[src/e3oh_regs.svh]
// Constants of the E3 transmit overhead insertion port
`ifndef E3OH_REGS_SVH
`define E3OH_REGS_SVH

`define E3OH_LAST_BIT      3'h7
`define E3OH_LAST_COL      6'h3a
`define E3OH_LAST_ROW      4'h8
`define E3OH_OH_ROW_LAST   4'h5
`define E3OH_OH_BITS       56
`define E3OH_FIRST_EM_IDX  6'h10
`define E3OH_LAST_EM_IDX   6'h17
`define E3OH_FIRST_INS_IDX 6'h18
`define E3OH_LAST_INS_IDX  6'h37
`define E3OH_FA1_VALUE     8'hf6
`define E3OH_FA2_VALUE     8'h28
`define E3OH_TR_DEFAULT    8'h00
`define E3OH_MA_DEFAULT    8'h00
`define E3OH_NR_DEFAULT    8'h00
`define E3OH_GC_DEFAULT    8'h00
`define E3OH_IDLE_FILL     8'hff
`define E3OH_SYNC_LATENCY  3

`endif

[src/e3oh_pkg.sv]
// Types shared by the E3 transmit overhead insertion port
`default_nettype none
package e3oh_pkg;
  typedef logic [5:0] e3oh_idx_t;
  typedef logic [7:0] e3oh_byte_t;
  typedef enum logic [6:0] {
    E3OH_FA1 = 7'h01,
    E3OH_FA2 = 7'h02,
    E3OH_EM  = 7'h04,
    E3OH_TR  = 7'h08,
    E3OH_MA  = 7'h10,
    E3OH_NR  = 7'h20,
    E3OH_GC  = 7'h40
  } e3oh_field_e;
endpackage
`default_nettype wire

[src/e3oh_tx_overhead.sv]
// E3 transmit overhead insertion port with frame timing and payload serialiser
//
// Summary of operation
// - Overhead bit strobe goes high just before each overhead bit is processed.
// - Both strobes high together only before the first overhead bit of a frame.
// - Counts 0 to 15 are framing bytes one and two, never insertable.
// - Counts 16 to 23 are error monitor bits, external values refused.
// - Counts 24 to 31 are trail trace bits, insertable.
// - Counts 32 to 39 are maintenance adaptation bits; 32 is far end receive failure.
// - Count 33 is far end block error, insertable.
// - Counts 40 to 55 are network operator and general channel bits, insertable.
// - Overhead strobe is high one clock per overhead bit, eight clocks in a row for each byte and sixteen for the two framing bytes, just before the bit.
// - Data sampled only while insert request is high.
// - Requests at non-insertable positions are silently ignored.
// - Accepted bit goes into the same position of the very next frame.
`timescale 1ns/1ns
`include "e3oh_regs.svh"
`default_nettype none
module e3oh_tx_overhead #(
  parameter int FIFO_WIDTH = 8,
  parameter int FIFO_DEPTH = 32
) (
  input  wire logic                  core_clk,
  input  wire logic                  rst_n,
  input  wire logic                  overheadInsertRequest,
  input  wire logic                  overheadDataInput,
  output logic                       frameBoundaryStrobe,
  output logic                       overheadBitStrobe,
  input  wire logic [FIFO_WIDTH-1:0] payloadData,
  input  wire logic                  payloadValid,
  output logic                       payloadReady,
  output logic                       txLineData,
  output logic                       txLineFrameStart
);
  // Frame layout: 9 rows of 59 bytes; overhead is two bytes of row 0 and byte 0 of rows 1 to 5
  function automatic logic isOhPos(input logic [3:0] row, input logic [5:0] col);
    isOhPos = ((row == 4'h0) && (col <= 6'h01)) || ((row != 4'h0) && (row <= `E3OH_OH_ROW_LAST) && (col == 6'h00));
  endfunction

  function automatic logic isInsertable(input e3oh_pkg::e3oh_idx_t idx);
    isInsertable = (idx >= `E3OH_FIRST_INS_IDX) && (idx <= `E3OH_LAST_INS_IDX);
  endfunction

  function automatic e3oh_pkg::e3oh_byte_t defaultByte(input logic [2:0] sel);
    case (sel)
      3'h0:    defaultByte = `E3OH_FA1_VALUE;
      3'h1:    defaultByte = `E3OH_FA2_VALUE;
      3'h3:    defaultByte = `E3OH_TR_DEFAULT;
      3'h4:    defaultByte = `E3OH_MA_DEFAULT;
      3'h5:    defaultByte = `E3OH_NR_DEFAULT;
      3'h6:    defaultByte = `E3OH_GC_DEFAULT;
      default: defaultByte = 8'h00;
    endcase
  endfunction

  // Lead position counters, one clock ahead of processing
  logic [2:0]             bitCnt_r;
  logic [5:0]             colCnt_r;
  logic [3:0]             rowCnt_r;
  e3oh_pkg::e3oh_idx_t    ohCnt_r;
  e3oh_pkg::e3oh_idx_t    s1Idx_r;
  logic [2:0]             s1Bit_r;
  logic [7:0]             payShift_r;
  logic [7:0]             bipAcc_r;
  logic [7:0]             bipPrev_r;
  logic                   lineLive_r;
  logic [`E3OH_OH_BITS-1:0] pendFlag_r;
  logic [`E3OH_OH_BITS-1:0] pendVal_r;
  logic [`E3OH_OH_BITS-1:0] pendFlagNxt;
  logic [`E3OH_OH_BITS-1:0] pendValNxt;
  logic                   pipeOh_r  [`E3OH_SYNC_LATENCY];
  e3oh_pkg::e3oh_idx_t    pipeIdx_r [`E3OH_SYNC_LATENCY];
  logic [1:0]             pinSync;
  logic [FIFO_WIDTH-1:0]  fifoData;
  logic                   fifoValid;

  wire lastBit   = (bitCnt_r == `E3OH_LAST_BIT);
  wire lastCol   = (colCnt_r == `E3OH_LAST_COL);
  wire lastRow   = (rowCnt_r == `E3OH_LAST_ROW);
  wire leadOh    = isOhPos(rowCnt_r, colCnt_r);
  wire leadFrame = (rowCnt_r == 4'h0) && (colCnt_r == 6'h00) && (bitCnt_r == 3'h0);
  wire e3oh_pkg::e3oh_idx_t leadIdx = leadFrame ? 6'h00 : ohCnt_r;

  always_ff @(posedge core_clk) begin
    if (!rst_n) begin
      bitCnt_r <= 3'h0;
      colCnt_r <= 6'h00;
      rowCnt_r <= 4'h0;
      ohCnt_r  <= 6'h00;
    end else begin
      bitCnt_r <= bitCnt_r + 3'h1;
      if (lastBit) begin
        colCnt_r <= lastCol ? 6'h00 : colCnt_r + 6'h01;
        if (lastCol) begin
          rowCnt_r <= lastRow ? 4'h0 : rowCnt_r + 4'h1;
        end
      end
      if (leadOh) begin
        ohCnt_r <= leadIdx + 6'h01;
      end
    end
  end

  // Strobes lead the processed bit by one clock and last one clock each
  always_ff @(posedge core_clk) begin
    if (!rst_n) begin
      frameBoundaryStrobe <= 1'b0;
      overheadBitStrobe   <= 1'b0;
      s1Idx_r             <= 6'h00;
      s1Bit_r             <= 3'h0;
    end else begin
      frameBoundaryStrobe <= leadFrame;
      overheadBitStrobe   <= leadOh;
      s1Idx_r             <= leadIdx;
      s1Bit_r             <= bitCnt_r;
    end
  end

  // Insert pins cross from the terminal, so the strobe index is delayed to match
  e3oh_sync #(
    .WIDTH (2)
  ) uPinSync (
    .core_clk (core_clk),
    .rst_n    (rst_n),
    .din      ({overheadInsertRequest, overheadDataInput}),
    .dout     (pinSync)
  );

  always_ff @(posedge core_clk) begin
    if (!rst_n) begin
      for (int i = 0; i < `E3OH_SYNC_LATENCY; i++) begin
        pipeOh_r[i]  <= 1'b0;
        pipeIdx_r[i] <= 6'h00;
      end
    end else begin
      pipeOh_r[0]  <= overheadBitStrobe;
      pipeIdx_r[0] <= s1Idx_r;
      for (int i = 1; i < `E3OH_SYNC_LATENCY; i++) begin
        pipeOh_r[i]  <= pipeOh_r[i-1];
        pipeIdx_r[i] <= pipeIdx_r[i-1];
      end
    end
  end

  wire e3oh_pkg::e3oh_idx_t accIdx = pipeIdx_r[`E3OH_SYNC_LATENCY-1];
  wire accept  = pipeOh_r[`E3OH_SYNC_LATENCY-1] && pinSync[1] && isInsertable(accIdx);
  wire consume = overheadBitStrobe && isInsertable(s1Idx_r) && pendFlag_r[s1Idx_r];

  // Set wins over consume; the two never meet on the same bit anyway
  genvar g;
  generate
    for (g = 0; g < `E3OH_OH_BITS; g++) begin : gPend
      wire hitAcc = accept && (accIdx == 6'(g));
      wire hitUse = consume && (s1Idx_r == 6'(g));
      assign pendFlagNxt[g] = hitAcc ? 1'b1 : (hitUse ? 1'b0 : pendFlag_r[g]);
      assign pendValNxt[g]  = hitAcc ? pinSync[0] : pendVal_r[g];
    end
  endgenerate

  always_ff @(posedge core_clk) begin
    if (!rst_n) begin
      pendFlag_r <= '0;
      pendVal_r  <= '0;
    end else begin
      pendFlag_r <= pendFlagNxt;
      pendVal_r  <= pendValNxt;
    end
  end

  // Overhead bit selection for the position being processed
  wire [2:0] laneSel   = ~s1Idx_r[2:0];
  wire       isEm      = (s1Idx_r >= `E3OH_FIRST_EM_IDX) && (s1Idx_r <= `E3OH_LAST_EM_IDX);
  wire       emBit     = bipPrev_r[laneSel];
  wire e3oh_pkg::e3oh_byte_t dflt = defaultByte(s1Idx_r[5:3]);
  wire       dfltBit   = dflt[laneSel];
  wire       ohBit     = isEm ? emBit : (consume ? pendVal_r[s1Idx_r] : dfltBit);

  // Payload serialiser; an empty FIFO sends idle fill rather than stalling the line
  wire       byteStart = !overheadBitStrobe && (s1Bit_r == 3'h0);
  wire [7:0] newByte   = fifoValid ? fifoData : `E3OH_IDLE_FILL;
  wire       payBit    = byteStart ? newByte[7] : payShift_r[7];
  wire       outBit    = overheadBitStrobe ? ohBit : payBit;
  wire [7:0] laneMask  = 8'h80 >> s1Bit_r;
  wire [7:0] bipBase   = frameBoundaryStrobe ? 8'h00 : bipAcc_r;
  wire [7:0] bipNxt    = bipBase ^ (outBit ? laneMask : 8'h00);

  always_ff @(posedge core_clk) begin
    if (!rst_n) begin
      payShift_r       <= 8'h00;
      bipAcc_r         <= 8'h00;
      bipPrev_r        <= 8'h00;
      lineLive_r       <= 1'b0;
      txLineData       <= 1'b0;
      txLineFrameStart <= 1'b0;
    end else begin
      payShift_r       <= byteStart ? {newByte[6:0], 1'b0} : {payShift_r[6:0], 1'b0};
      bipAcc_r         <= bipNxt;
      // Bits sent before the first frame must not seed the first error monitor byte
      if (frameBoundaryStrobe) begin
        bipPrev_r  <= lineLive_r ? bipAcc_r : 8'h00;
        lineLive_r <= 1'b1;
      end
      txLineData       <= outBit;
      txLineFrameStart <= frameBoundaryStrobe;
    end
  end

  e3oh_fifo #(
    .WIDTH (FIFO_WIDTH),
    .DEPTH (FIFO_DEPTH)
  ) uPayFifo (
    .core_clk (core_clk),
    .rst_n    (rst_n),
    .inData   (payloadData),
    .inValid  (payloadValid),
    .inReady  (payloadReady),
    .outData  (fifoData),
    .outValid (fifoValid),
    .outReady (byteStart)
  );

  chk_frame_joint: assert property (@(posedge core_clk) disable iff (!rst_n)
    frameBoundaryStrobe |-> overheadBitStrobe && s1Idx_r == 6'h00)
    else $error("frame strobe without overhead strobe at index zero");

  chk_framing_burst: assert property (@(posedge core_clk) disable iff (!rst_n)
    frameBoundaryStrobe |-> overheadBitStrobe[*8] ##1 overheadBitStrobe[*8] ##1 !overheadBitStrobe)
    else $error("framing bytes not sixteen contiguous strobes");

  chk_fa1_on_line: assert property (@(posedge core_clk) disable iff (!rst_n)
    frameBoundaryStrobe |=> txLineData == 1'b1 && txLineFrameStart)
    else $error("first framing bit not on line one clock after strobe");

  chk_em_refused: assert property (@(posedge core_clk) disable iff (!rst_n)
    (overheadBitStrobe && isEm) |=> txLineData == $past(emBit))
    else $error("error monitor bit not internally generated");

  chk_no_fixed_ins: assert property (@(posedge core_clk) disable iff (!rst_n)
    (pipeOh_r[2] && pinSync[1] && pipeIdx_r[2] < `E3OH_FIRST_INS_IDX) |=> pendFlag_r[$past(accIdx)] == 1'b0)
    else $error("insert accepted at non-insertable position");

  chk_ignore_low: assert property (@(posedge core_clk) disable iff (!rst_n)
    !pinSync[1] |-> !accept)
    else $error("insert accepted while request low");

  chk_accept_store: assert property (@(posedge core_clk) disable iff (!rst_n)
    accept |=> pendFlag_r[$past(accIdx)] && pendVal_r[$past(accIdx)] == $past(pinSync[0]))
    else $error("accepted bit not stored");

  chk_insert_used: assert property (@(posedge core_clk) disable iff (!rst_n)
    consume |=> txLineData == $past(pendVal_r[s1Idx_r]) && !pendFlag_r[$past(s1Idx_r)])
    else $error("stored bit not sent in next frame");

  chk_default_used: assert property (@(posedge core_clk) disable iff (!rst_n)
    (overheadBitStrobe && isInsertable(s1Idx_r) && !pendFlag_r[s1Idx_r]) |=> txLineData == $past(dfltBit))
    else $error("internal overhead value not sent");

  chk_strobe_count: assert property (@(posedge core_clk) disable iff (!rst_n)
    (overheadBitStrobe && s1Idx_r == 6'h37) |=> !overheadBitStrobe ##0 (ohCnt_r == 6'h38) || leadFrame)
    else $error("overhead count past fifty-five");

  chk_frame_single: assert property (@(posedge core_clk) disable iff (!rst_n)
    frameBoundaryStrobe |=> !frameBoundaryStrobe)
    else $error("frame strobe longer than one clock");

  chk_line_start: assert property (@(posedge core_clk) disable iff (!rst_n)
    txLineFrameStart |-> $past(frameBoundaryStrobe))
    else $error("line frame start without frame strobe");

  chk_fa_internal: assert property (@(posedge core_clk) disable iff (!rst_n)
    (overheadBitStrobe && s1Idx_r <= 6'h0f) |=> txLineData == $past(dfltBit))
    else $error("framing bit not internally generated");

  chk_oh_aligned: assert property (@(posedge core_clk) disable iff (!rst_n)
    $rose(overheadBitStrobe) |-> s1Bit_r == 3'h0 && s1Idx_r[2:0] == 3'h0)
    else $error("overhead burst not byte aligned");

  chk_burst_end: assert property (@(posedge core_clk) disable iff (!rst_n)
    (overheadBitStrobe && s1Idx_r[2:0] == 3'h7 && s1Idx_r[5:3] != 3'h0) |=> !overheadBitStrobe)
    else $error("overhead strobe runs past its byte");

  chk_refused_clear: assert property (@(posedge core_clk) disable iff (!rst_n)
    pendFlag_r[23:0] == 24'h000000)
    else $error("non-insertable position holds a stored bit");

  chk_ma_insert: assert property (@(posedge core_clk) disable iff (!rst_n)
    (consume && s1Idx_r[5:1] == 5'h10) |=> txLineData == $past(pendVal_r[s1Idx_r]))
    else $error("maintenance bit insert not sent");

  chk_first_em_zero: assert property (@(posedge core_clk) disable iff (!rst_n)
    (frameBoundaryStrobe && !lineLive_r) |=> bipPrev_r == 8'h00)
    else $error("first error monitor byte not zero");

  chk_strobe_lead: assert property (@(posedge core_clk) disable iff (!rst_n)
    overheadBitStrobe |=> txLineData == $past(ohBit))
    else $error("overhead bit not on line after its strobe");
endmodule
`default_nettype wire

[src/e3oh_sync.sv]
// Two flip-flop synchroniser for pin inputs
`timescale 1ns/1ns
`default_nettype none
module e3oh_sync #(
  parameter int WIDTH = 2
) (
  input  wire logic             core_clk,
  input  wire logic             rst_n,
  input  wire logic [WIDTH-1:0] din,
  output logic      [WIDTH-1:0] dout
);
  logic [WIDTH-1:0] stage1_r;

  // First stage feeds only the second stage
  always_ff @(posedge core_clk) begin
    if (!rst_n) begin
      stage1_r <= '0;
      dout     <= '0;
    end else begin
      stage1_r <= din;
      dout     <= stage1_r;
    end
  end
endmodule
`default_nettype wire

[src/e3oh_fifo.sv]
// Payload FIFO with valid/ready on both sides
`timescale 1ns/1ns
`default_nettype none
module e3oh_fifo #(
  parameter int WIDTH = 8,
  parameter int DEPTH = 32,
  parameter int AW    = $clog2(DEPTH)
) (
  input  wire logic             core_clk,
  input  wire logic             rst_n,
  input  wire logic [WIDTH-1:0] inData,
  input  wire logic             inValid,
  output logic                  inReady,
  output logic      [WIDTH-1:0] outData,
  output logic                  outValid,
  input  wire logic             outReady
);
  logic [WIDTH-1:0] mem [DEPTH];
  logic [AW-1:0]    wrPtr_r;
  logic [AW-1:0]    rdPtr_r;
  logic [AW:0]      count_r;

  wire doPush = inValid && inReady;
  wire doPop  = outValid && outReady;
  wire [AW-1:0] wrPtrNxt = (wrPtr_r == AW'(DEPTH - 1)) ? '0 : wrPtr_r + 1'b1;
  wire [AW-1:0] rdPtrNxt = (rdPtr_r == AW'(DEPTH - 1)) ? '0 : rdPtr_r + 1'b1;

  assign inReady  = (count_r != (AW+1)'(DEPTH));
  assign outValid = (count_r != '0);
  assign outData  = mem[rdPtr_r];

  always_ff @(posedge core_clk) begin
    if (doPush) begin
      mem[wrPtr_r] <= inData;
    end
  end

  always_ff @(posedge core_clk) begin
    if (!rst_n) begin
      wrPtr_r <= '0;
      rdPtr_r <= '0;
      count_r <= '0;
    end else begin
      if (doPush) begin
        wrPtr_r <= wrPtrNxt;
      end
      if (doPop) begin
        rdPtr_r <= rdPtrNxt;
      end
      count_r <= count_r + (AW+1)'(doPush) - (AW+1)'(doPop);
    end
  end
endmodule
`default_nettype wire

[config.mk]
export PLATFORM = sky130hd
export DESIGN_NAME = e3oh_tx_overhead
export DESIGN_NICKNAME = d
export VERILOG_FILES = /design/src/e3oh_pkg.sv /design/src/e3oh_tx_overhead.sv /design/src/e3oh_sync.sv /design/src/e3oh_fifo.sv
export VERILOG_INCLUDE_DIRS = /design/src
export SDC_FILE = /design/constraint.sdc
export NUM_CORES = 1
export LEC_CHECK = 0
export ABC_AREA = 1
export ABC_CLOCK_PERIOD_IN_PS = 3350
export BUFFER_PORTS_ARGS = -buffer_cell sky130_fd_sc_hd__buf_2
export CORE_MARGIN = 3
export CORE_UTILIZATION = 45
export CTS_BUF_LIST = sky130_fd_sc_hd__clkbuf_8
export CTS_CLUSTER_DIAMETER = 60
export DETAILED_ROUTE_END_ITERATION = 8
export SLEW_MARGIN = 20
export SYNTH_ARGS = -nofsm -noshare
export SYNTH_HDL_FRONTEND = slang
export SYNTH_SLANG_ARGS = --single-unit
export TNS_END_PERCENT = 5
[constraint.sdc]
create_clock -name core_clk -period 3.35 [get_ports core_clk]
set_clock_uncertainty 0.1 [all_clocks]
set_input_delay 0.67 -clock core_clk [delete_from_list [all_inputs] [get_ports core_clk]]
set_output_delay 0.67 -clock core_clk [all_outputs]
set_load 0.1 [all_outputs]
==> flow_summary.yaml, run 1 <==
placed_design:
  place_congestion: 0.823
  portBuffers: 17
  placed_cells: 2502
  dp_hpwl_um: 27700
final_layout:
  final_cells: 2635
  final_common_cell: "nand2_1"
  syn_to_final_growth_pct: 11.7
  drive_gt1_share_pct: 8.80
  diodes: 0
  final_cell_mix: "nand2_1 (355), nor2_1 (326), edfxtp_1 (256), inv_1 (221), dfxtp_1 (196)"
  final_nets: 2092
yosys:
  synth-seq-cells: 454
  synth_cell_types: 39
  synth.net_count: 2047
  synth_xor_area_share_pct: 0.232
  synth_edf_count: 256
  synth_top_flop_cell: "edfxtp_1"
  synth_compound_area_share_pct: 12.1
  synthArstFlopShare_pct: 0
  synth_area_sq_mm: 0.0189
  synth.mux.area_fraction_pct: 0.0530
  syn_avg_cell_area_sq_um: 9.41
  syn_inst: 2005
  yosysSeqAreaShare_pct: 61.7
  yosys.area_share.simple_pct: 17.5
  synth_top_family_by_area: "simple AND/OR/NAND/NOR gates"
  synth-adder-area-share_pct: 1.96
  ys_warn_count: 0
clock_network:
  cts_setup_buffers: 0
  root_buffer: "clkbuf_8"
  cts_tree: "built"
  htreeDepth: 3
  clk_path_buf_depth: 3
  clkLatencyLatePin_ns: 0.67
  cts-buffers-inserted: 78
  clock_sinks: 454
  clk_pin_slew_ns: 0.05
  ctsHoldBuffers: 0
sta:
  period_share_pct: 86.7
  tightest_slew_ns: 0.815
  slew_violations: 0
  grt_setup_unrepaired: "false"
  period_minus_slack_ns: 2.91
  max_freq_ghz: 0.344
  finalSetupViolCount: 0
  max-slew-margin-rel_pct: 45.5
  whs_ns: 0.114
  fin_setup_tns_ns: 0
  hold_violations: 0
drt:
  drcViolationCount: 0
  dr.pass1.iters: 5
  wl_per_cell_um: 17.1
  antenna_left: 0
  num_vias: 13800
  drt_iter0_drc: 1102
  avgViaCountPerCell: 5.25
  wl_um: 45200
power_and_ir_drop:
  power.net_switching_uw: 3600
  p_int_uw: 8990
  clkPwrFrac_pct: 36.8
  p_seq_share_pct: 48.6
  p_leak_uw: 0.00826
  ir_drop_mv: 0.421
  swShare_pct: 28.6
  pwr-share-comb_pct: 14.6
  pwr_density_cell_mw_per_mm2: 598
critical_path:
  crit_type: "reg -> reg"
  worstPathArrival_ns: 3.38
  endpoint_kind: "flop"
  critical_path_required_ns: 3.83
  cp_max_fo: 8
  startpoint_type: "flop"
run_status:
  status: "finished clean"
global_routing:
  antenna_found_initial: 0
  overflow: 0
  grt_pass1_vias: 13400
  grt_util_all_layers_pct: 20.5
  grt_pass1_wl_um: 71900
  grt_max_degree: 129
run:
  max_cap_violations: 0
floorplan:
  initial_utilization_pct: 45.9
  core_sq_mm: 0.0411
  dieArea_sq_mm: 0.0444
  die-height_um: 211
  fp.dieW_um: 211
  ioPinCount: 18
  rows: 74
hold_path:
  min_path_type: "in -> reg"
cell usage after synthesis (2+ instances only):
| library cell | number | share of area, % |
|---|---|---|
| inv_1 | 190 | 3.8 |
| a21oi_1 | 115 | 3.1 |
| o21bai_1 | 3 | 0.12 |
| o21ai_1 | 3 | 0.080 |
| nand4_1 | 39 | 1.3 |
| edfxtp_1 | 256 | 41 |
| a211oi_1 | 3 | 0.12 |
| o22ai_1 | 8 | 0.27 |
| buf_1 | 6 | 0.12 |
| a31oi_1 | 3 | 0.099 |
| nor2_2 | 2 | 0.066 |
| o221ai_1 | 52 | 2.4 |
| buf_6 | 3 | 0.18 |
| o21a_1 | 7 | 0.28 |
| xor2_1 | 4 | 0.19 |
| clkbuf_1 | 75 | 1.5 |
| nor3_1 | 23 | 0.61 |
| nor3b_1 | 3 | 0.12 |
| nand3_1 | 63 | 1.7 |
| ha_1 | 28 | 1.9 |
| o31ai_1 | 6 | 0.24 |
| a22oi_1 | 4 | 0.16 |
| o21ai_0 | 176 | 4.7 |
| buf_2 | 21 | 0.56 |
| nor2_1 | 326 | 6.5 |
| buf_4 | 4 | 0.16 |
| dfxtp_1 | 198 | 21 |
| o211ai_1 | 15 | 0.60 |
| inv_2 | 3 | 0.060 |
| clkinv_1 | 2 | 0.040 |
| nand2_1 | 356 | 7.1 |
power groups by stage:
stage | clock network (uW) | registers, uW | logic [uW]
after floorplan | 0 | 6230 | 1200
after global placement | 0 | 6220 | 1810
after detailed placement | 0 | 6230 | 1850
after CTS | 4790 | 6110 | 1850
after global routing | 5050 | 6120 | 2060
final | 4640 | 6110 | 1840
logic make-up after synthesis:
group / after synthesis
DFF: 454
xor gates and xnor gates: 5
muxes: 1
AOI/OAI and AO/OA: 396
adders and majority gates: 29
and+or+nand+nor: 816
buffers and inverters: 304
registers in the layout, indices dropped and copies added, names as in the netlist, 2 cells and up, named ones only:
register	cells
bitCnt_r	3
payShift_r	7
rowCnt_r	4
uPinSync.dout	2
uPayFifo.count_r	6
bipPrev_r	8
bipAcc_r	8
colCnt_r	6
uPayFifo.wrPtr_r	5
s1Idx_r	6
uPayFifo.rdPtr_r	5
s1Bit_r	3
pendVal_r	56
ohCnt_r	6
uPinSync.stage1_r	2
uPayFifo.mem	256
pipeIdx_r	18
pipeOh_r	3
pendFlag_r	40
worst paths after layout:
kind | from | endpoint | slack [ns] | cells after the start
worst min register to register | pipeIdx_r[0][8] | pipeIdx_r[0][14] | 0.30 | 2
worst max register to register | s1Bit_r[0] | uPayFifo.count_r[5] | 0.44 | 17
worst max-delay path | s1Bit_r[0] | uPayFifo.count_r[5] | 0.44 | 17
worst min-delay path | overheadInsertRequest | uPinSync.stage1_r[1] | 0.11 | 3
final cells by class:
| type | count | area (sq um) |
|---|---|---|
| fillers | 3762 | 20000 |
| repair buffers | 74 | 553 |
| clock buffers | 85 | 1170 |
| multi-input cells | 1247 | 6030 |
| inverters | 195 | 738 |
| clock inverters | 48 | 259 |
| well taps | 532 | 666 |
| flip-flops and latches | 454 | 11700 |
routing by layer:
metal	routed length, um	GRT usage [%]
met5	0	0
met4	1360	7.76
met3	2030	4.05
met2	21600	34.3
met1	20200	26.5
worst max-delay path, cell delays in order, from the launching register on:
cell and delay, ns:
dfxtp_1 0.35, nor3_2 0.29, nand2_1 0.13, inv_1 0.23, nand2_1 0.11, inv_1 0.24, ha_1 0.20, inv_1 0.06
ha_1 0.18, a21oi_1 0.15, inv_1 0.06, a31oi_1 0.22, nor2_1 0.06, nor2_1 0.09, nor2_1 0.05, nor2_1 0.11
o21ai_0 0.09, a21oi_1 0.13
per-stage QoR:
step           instance area, sq um  util [%]  power [uW]  worst slack (ns)
2_1_floorplan                 18900         -        7430           0.00823
3_3_place_gp                  19600      47.8        8030             0.392
3_5_place_dp                  19600      47.8        8080             0.321
4_1_cts                       21100      51.3       12800             0.286
5_1_grt                       21100      51.3       13200            0.0773
6_report                      21100      51.3       12600             0.445
repair_timing:
item / 4_1_cts / 5_1_grt
endpoints found under the setup margin: 0 / 2
hold endpoints to repair: 0 / 0
gates resized for setup: 0 / 1
Note: power is estimated with default switching activity, not from simulation.
==> run 2, diff against run 1 <==
--- a/config.mk
+++ b/config.mk
@@ -7,8 +7,9 @@
 export NUM_CORES = 1
 export LEC_CHECK = 0
 export ABC_AREA = 1
-export ABC_CLOCK_PERIOD_IN_PS = 3350
+export ABC_CLOCK_PERIOD_IN_PS = 2900
 export BUFFER_PORTS_ARGS = -buffer_cell sky130_fd_sc_hd__buf_2
+export CORE_ASPECT_RATIO = 1.25
 export CORE_MARGIN = 3
 export CORE_UTILIZATION = 45
 export CTS_BUF_LIST = sky130_fd_sc_hd__clkbuf_8
==> constraint.sdc (replaced) <==
create_clock -name core_clk -period 2.9 [get_ports core_clk]
set_clock_uncertainty 0.1 [all_clocks]
set_input_delay 0.58 -clock core_clk [delete_from_list [all_inputs] [get_ports core_clk]]
set_output_delay 0.58 -clock core_clk [all_outputs]
set_load 0.1 [all_outputs]
==> run 2 against run 1 <==
Maximum frequency rose by 9.9%; highest routed layer unchanged; critical path type unchanged; via count rose by 2.1%; cell area grew 1.4%; total power up 16%; count of clock-buffer cells in the layout down 3; global-route usage grew 0.66 points; critical path depth fell by 3; largest cell class unchanged; worst setup slack got worse by 0.19 ns; hold slack gained 0.091 ns; sequential power rose by 16%; first-iteration DRC count shrank 9.2%.
==> flow_summary.yaml, run 2 (synthesis gave the netlist of run 1 again) <==
floorplan:
  core_sq_mm: 0.0412
  initial_utilization_pct: 45.8
  die-height_um: 235
  dieArea_sq_mm: 0.0444
  fp.dieW_um: 189
  rows: 83
  ioPinCount: 18
clock_network:
  cts_tree: "built"
  htreeDepth: 3
  clk_path_buf_depth: 3
  clk_pin_slew_ns: 0.06
  root_buffer: "clkbuf_8"
  clkLatencyLatePin_ns: 0.65
  cts-buffers-inserted: 73
  clock_sinks: 454
final_layout:
  top_register: "uPayFifo.mem"
  final_cell_mix: "nand2_1 (355), nor2_1 (326), edfxtp_1 (256), inv_1 (207), dfxtp_1 (194)"
  syn_to_final_growth_pct: 13.2
  diodes: 0
  final_nets: 2113
  final_common_cell: "nand2_1"
  regArea_sq_mm: 0.0117
  top_regs: "uPayFifo.mem (256), pendVal_r (56), pendFlag_r (40)"
  multiInputGateArea_sq_mm: 0.00606
  final_core_util_pct: 51.8
  fillCellCount: 3839
  drive_gt1_share_pct: 10.1
  largest_reg_flops: 256
critical_path:
  worstPathCellList: "inv_2 -> buf_4 -> nor2_1 -> o21bai_1 -> nand2_1 -> nand2_1 -> nand2_1 -> o21ai_1 -> nand2_1 -> nor2_4 -> buf_4 -> nand4_1 -> a21oi_1 -> nor2_1"
  startpoint_type: "flop"
  r2r_start: "s1Idx_r[0]"
  cp_max_fo: 31
  critical_path_required_ns: 3.33
  reg2reg_depth: 14
  worstPathArrival_ns: 3.08
  r2r-end: "pendFlag_r[45]"
  crit_type: "reg -> reg"
  crit_path_max_incr_delay_ns: 0.35
  cp_common_cell: "nand2_1"
  r2r_slack_ns: 0.26
  path_delay_family: "buffers and inverters"
  startpoint: "s1Idx_r[0]"
  crit_buf_inv: 3
  crit_cells: 14
  critPathSlowestCell: "dfxtp_1"
  setup.worst_path.end: "pendFlag_r[45]"
  endpoint_kind: "flop"
drt:
  wl_per_cell_um: 17.6
  antenna_left: 0
  num_vias: 14100
  drcViolationCount: 0
  dr.pass1.iters: 5
  drt_iter0_drc: 1001
  avgViaCountPerCell: 5.28
  wl_um: 47000
global_routing:
  grt_util_all_layers_pct: 21.1
  grt_pass1_wl_um: 74100
  overflow: 0
  grt_pass1_vias: 13800
  antenna_found_initial: 0
  grt_max_degree: 106
sta:
  period_share_pct: 91.2
  whs_ns: 0.206
  fin_setup_tns_ns: 0
  max-slew-margin-rel_pct: 39.0
  grt_setup_unrepaired: "false"
  final.setup.worst_slack_ns: 0.255
  tightest_slew_ns: 0.912
  hold_violations: 0
  period_minus_slack_ns: 2.64
  slew_violations: 0
  max_freq_ghz: 0.378
  finalSetupViolCount: 0
power_and_ir_drop:
  power_uw: 14600
  clkPwrFrac_pct: 36.5
  p_int_uw: 10400
  power.net_switching_uw: 4180
  p_seq_share_pct: 48.4
  pwr_density_cell_mw_per_mm2: 684
  ir_drop_mv: 0.423
  swShare_pct: 28.6
  pwr-share-comb_pct: 15.2
  p_leak_uw: 0.00834
placed_design:
  place_congestion: 0.837
  dp_hpwl_um: 29500
  post-place-ws_ns: 0.291
  portBuffers: 17
run_status:
  status: "finished clean"
hold_path:
  min_path_type: "in -> reg"
run:
  max_cap_violations: 0
[run 2: cell types whose count changed in the layout (fill, tap and decap cells not counted), sizes merged]
cell	delta
buf	+24
bufinv	+1
clkbuf	-3
clkinv	+10
clkinvlp	+3
dlygate4sd3	+2
inv	-16
[run 2: worst min-delay path by stage]
stage	startpoint	to	slack [ns]	cells past startpoint
4_1_cts	rst_n	bitCnt_r[1]	0.14	3
3_5_place_dp	pipeIdx_r[0][11]	pipeIdx_r[0][17]	0.30	2
6_report	rst_n	bitCnt_r[1]	0.21	3
3_3_place_gp	uPinSync.stage1_r[0]	uPinSync.dout[0]	0.29	2
5_1_grt	rst_n	s1Bit_r[1]	0.18	3
2_1_floorplan	pipeIdx_r[0][4]	pipeIdx_r[0][10]	0.29	2
[run 2: worst reg2reg max path: cells and delay by family (launching register included)]
kind	cells	cell delay, ns
flip-flops	1	0.35
buffers and inverters	3	0.86
AO/OA/AOI/OAI	3	0.47
AND/OR/NAND/NOR	8	0.77
[run 2: layer usage]
| layer | vias to the layer above | GRT usage [%] | part of all wire [%] |
|---|---|---|---|
| li1 | 6916 | - | - |
| met1 | 6684 | 25.5 | 40 |
| met2 | 411 | 36.4 | 50 |
| met3 | 105 | 3.57 | 5.4 |
| met4 | 0 | 10.5 | 4.2 |
| met5 | - | 0 | 0 |
[run 2: timing repair]
item | 4_1_cts | 5_1_grt
gates resized for setup | 0 | 1
endpoints found under the hold margin | 2 | 0
hold buffers | 2 | 0
endpoints found under the setup margin | 0 | 1
buffers inserted | 0 | 0
[run 2: power by group through the flow]
stage | combinational, uW | sequential, uW | clock, uW
floorplan | 1460 | 7200 | 0
global placement | 2190 | 7200 | 0
detailed placement | 2220 | 7200 | 0
CTS | 2230 | 7070 | 5500
global route | 2470 | 7080 | 5770
finish | 2220 | 7070 | 5330
[run 2: per-stage QoR]
stage | instances | cell area (sq um)
floorplan | 2005 | 18900
global placement | 2546 | 19900
detailed placement | 2546 | 19900
CTS | 2676 | 21400
global route | 2676 | 21400
finish | 2676 | 21400
[run 2: layout make-up]
type	instances	share of cell area, %
clock inverter	46	1.32
timing repair buffer	100	3.76
inverter	195	3.46
tap	552	3.23
multi-input combinational	1247	28.4
clock buffer	82	5.28
sequential	454	54.6
==> run 3, diff against run 2 <==
--- a/config.mk
+++ b/config.mk
@@ -15,6 +15,7 @@
 export CTS_BUF_LIST = sky130_fd_sc_hd__clkbuf_8
 export CTS_CLUSTER_DIAMETER = 60
 export DETAILED_ROUTE_END_ITERATION = 8
+export RECOVER_POWER = 25
 export SLEW_MARGIN = 20
 export SYNTH_ARGS = -nofsm -noshare
 export SYNTH_HDL_FRONTEND = slang
==> run 3 against run 2 <==
The flow now finishes with violations (max-capacitance violations, max-slew violations); critical path depth stayed put; core utilization is essentially flat; combinational power about the same; cell area is essentially flat; wire length grew 0.20%; via count grew 0.12%; global-route usage stayed put; non-clock buffer count did not move; critical path type unchanged; largest power group unchanged.
==> flow_summary.yaml, run 3 (synthesis gave the netlist of run 1 again) <==
global_routing:
  grt_util_all_layers_pct: 21.1
  grt_pass1_vias: 13800
  grt_use_met1_pct: 25.5
  use_met2_pct: 36.4
  grt.busiest_layer: "met2"
  met3_usage_pct: 3.57
  grt_pass1_wl_um: 74100
  overflow: 0
  grt_max_degree: 106
  antenna_found_initial: 0
drt:
  antenna_left: 0
  dr.pass1.iters: 5
  num_vias: 14100
  wl_um: 47100
  drcViolationCount: 0
  avgViaCountPerCell: 5.28
  wl_per_cell_um: 17.6
  drt_iter0_drc: 1004
clock_network:
  root_buffer: "clkbuf_8"
  cts_tree: "built"
  cts-buffers-inserted: 73
  clkLatencyLatePin_ns: 0.65
  clk_path_buf_depth: 3
  cts_setup_buffers: 0
  htreeDepth: 3
  clock_sinks: 454
  clk_pin_slew_ns: 0.06
critical_path:
  crit_type: "reg -> reg"
  crit_path_max_incr_delay_ns: 0.35
  worstPathCellList: "inv_2 -> buf_4 -> nor2_1 -> o21bai_1 -> nand2_1 -> nand2_1 -> nand2_1 -> o21ai_1 -> nand2_1 -> nor2_4 -> buf_4 -> nand4_1 -> a21oi_1 -> nor2_1"
  endpoint_kind: "flop"
  r2r_slack_ns: 0.24
  startpoint_type: "flop"
  crit_buf_inv: 3
  path_delay_family: "buffers and inverters"
  critPathSlowestCell: "dfxtp_1"
  cp_common_cell: "nand2_1"
  critical_path_required_ns: 3.33
  worstPathArrival_ns: 3.10
  cp_max_fo: 31
final_layout:
  drive_gt1_share_pct: 9.75
  largest_reg_flops: 256
  top_register: "uPayFifo.mem"
  top_regs: "uPayFifo.mem (256), pendVal_r (56), pendFlag_r (40)"
  final_cells: 2676
  diodes: 0
  fin_area_sq_mm: 0.0214
  fillCellCount: 3845
  final_nets: 2113
  final_cell_mix: "nand2_1 (355), nor2_1 (326), edfxtp_1 (256), inv_1 (207), dfxtp_1 (194)"
  final_common_cell: "nand2_1"
  syn_to_final_growth_pct: 13.2
hold_path:
  min_path_type: "in -> reg"
placed_design:
  postPlaceCellArea_sq_mm: 0.0199
  place_congestion: 0.837
  portBuffers: 17
  dp_hpwl_um: 29500
  post-place-ws_ns: 0.291
  placed_cells: 2546
sta:
  period_share_pct: 91.8
  max-slew-margin-rel_pct: -12.8
  tightest_slew_ns: 1.69
  max_freq_ghz: 0.376
  hold_violations: 0
  whs_ns: 0.205
  finalSetupViolCount: 0
  final.setup.worst_slack_ns: 0.238
  grt_setup_unrepaired: "false"
  slew_violations: 132
  period_minus_slack_ns: 2.66
power_and_ir_drop:
  power_uw: 14600
  pwr_density_cell_mw_per_mm2: 684
  ir_drop_mv: 0.423
  p_leak_uw: 0.00832
floorplan:
  fp.dieW_um: 189
  ioPinCount: 18
  dieArea_sq_mm: 0.0444
  die-height_um: 235
  rows: 83
  initial_utilization_pct: 45.8
  core_sq_mm: 0.0412
run_status:
  status: "finished, violations left"
  violations: "max-capacitance violations, max-slew violations"
run:
  max_cap_violations: 4
-- run 3: changes by cell type in the layout (fill, tap and decap cells not counted), sizes merged --
| cell | before | now |
|---|---|---|
| buf | 98 | 90 |
| clkbuf | 82 | 90 |
-- run 3: cell type report --
class | instances | area, sq um | share of cell area [%]
clock buffer | 82 | 1130 | 5.29
clock inverter | 46 | 282 | 1.32
tap | 552 | 691 | 3.23
sequential | 454 | 11700 | 54.6
multi-input combinational | 1247 | 6060 | 28.4
timing repair buffer | 100 | 793 | 3.71
inverter | 195 | 738 | 3.46
-- run 3: final timing paths --
check	startpoint	end	cells past startpoint
setup / recovery	s1Idx_r[0]	pendFlag_r[45]	14
hold / removal	rst_n	bitCnt_r[1]	3
setup reg to reg	s1Idx_r[0]	pendFlag_r[45]	14
hold reg to reg	uPinSync.stage1_r[0]	uPinSync.dout[0]	2
-- run 3: worst reg2reg max path, cell delays in order (launching register included) --
cell and delay [ns]:
dfxtp_1 0.35, inv_2 0.27, buf_4 0.23, nor2_1 0.05
o21bai_1 0.13, nand2_1 0.07, nand2_1 0.06, nand2_1 0.06
o21ai_1 0.17, nand2_1 0.18, nor2_4 0.14, buf_4 0.35
nand4_1 0.17, a21oi_1 0.18, nor2_1 0.06
-- run 3: power breakdown --
group	internal (uW)	total, uW	switching, uW
logic	678	2220	1540
registers	6980	7070	94.0
clock network	2790	5330	2540
total	10400	14600	4170
-- run 3: stage by stage --
step / utilization, % / setup TNS (ns)
after global placement: 48.3 / 0
after detailed placement: 48.3 / 0
after CTS: 51.8 / 0
after global routing: 51.8 / 0
after floorplan: - / -0.778
final: 51.8 / 0
-- run 3: routing by layer --
layer  routed length [um]  part of all wire, %  vias up
met5                    0                    0        -
met4                 1960                  4.2        0
met3                 2440                  5.2      104
met2                23800                   51      395
met1                18900                   40     6712
li1                     -                    -     6922
-- run 3: what timing repair did --
| action | 4_1_cts | 5_1_grt |
|---|---|---|
| gates resized for setup | 0 | 1 |
| hold buffers | 2 | 0 |
| setup endpoints to repair | 0 | 1 |
| hold endpoints to repair | 2 | 0 |
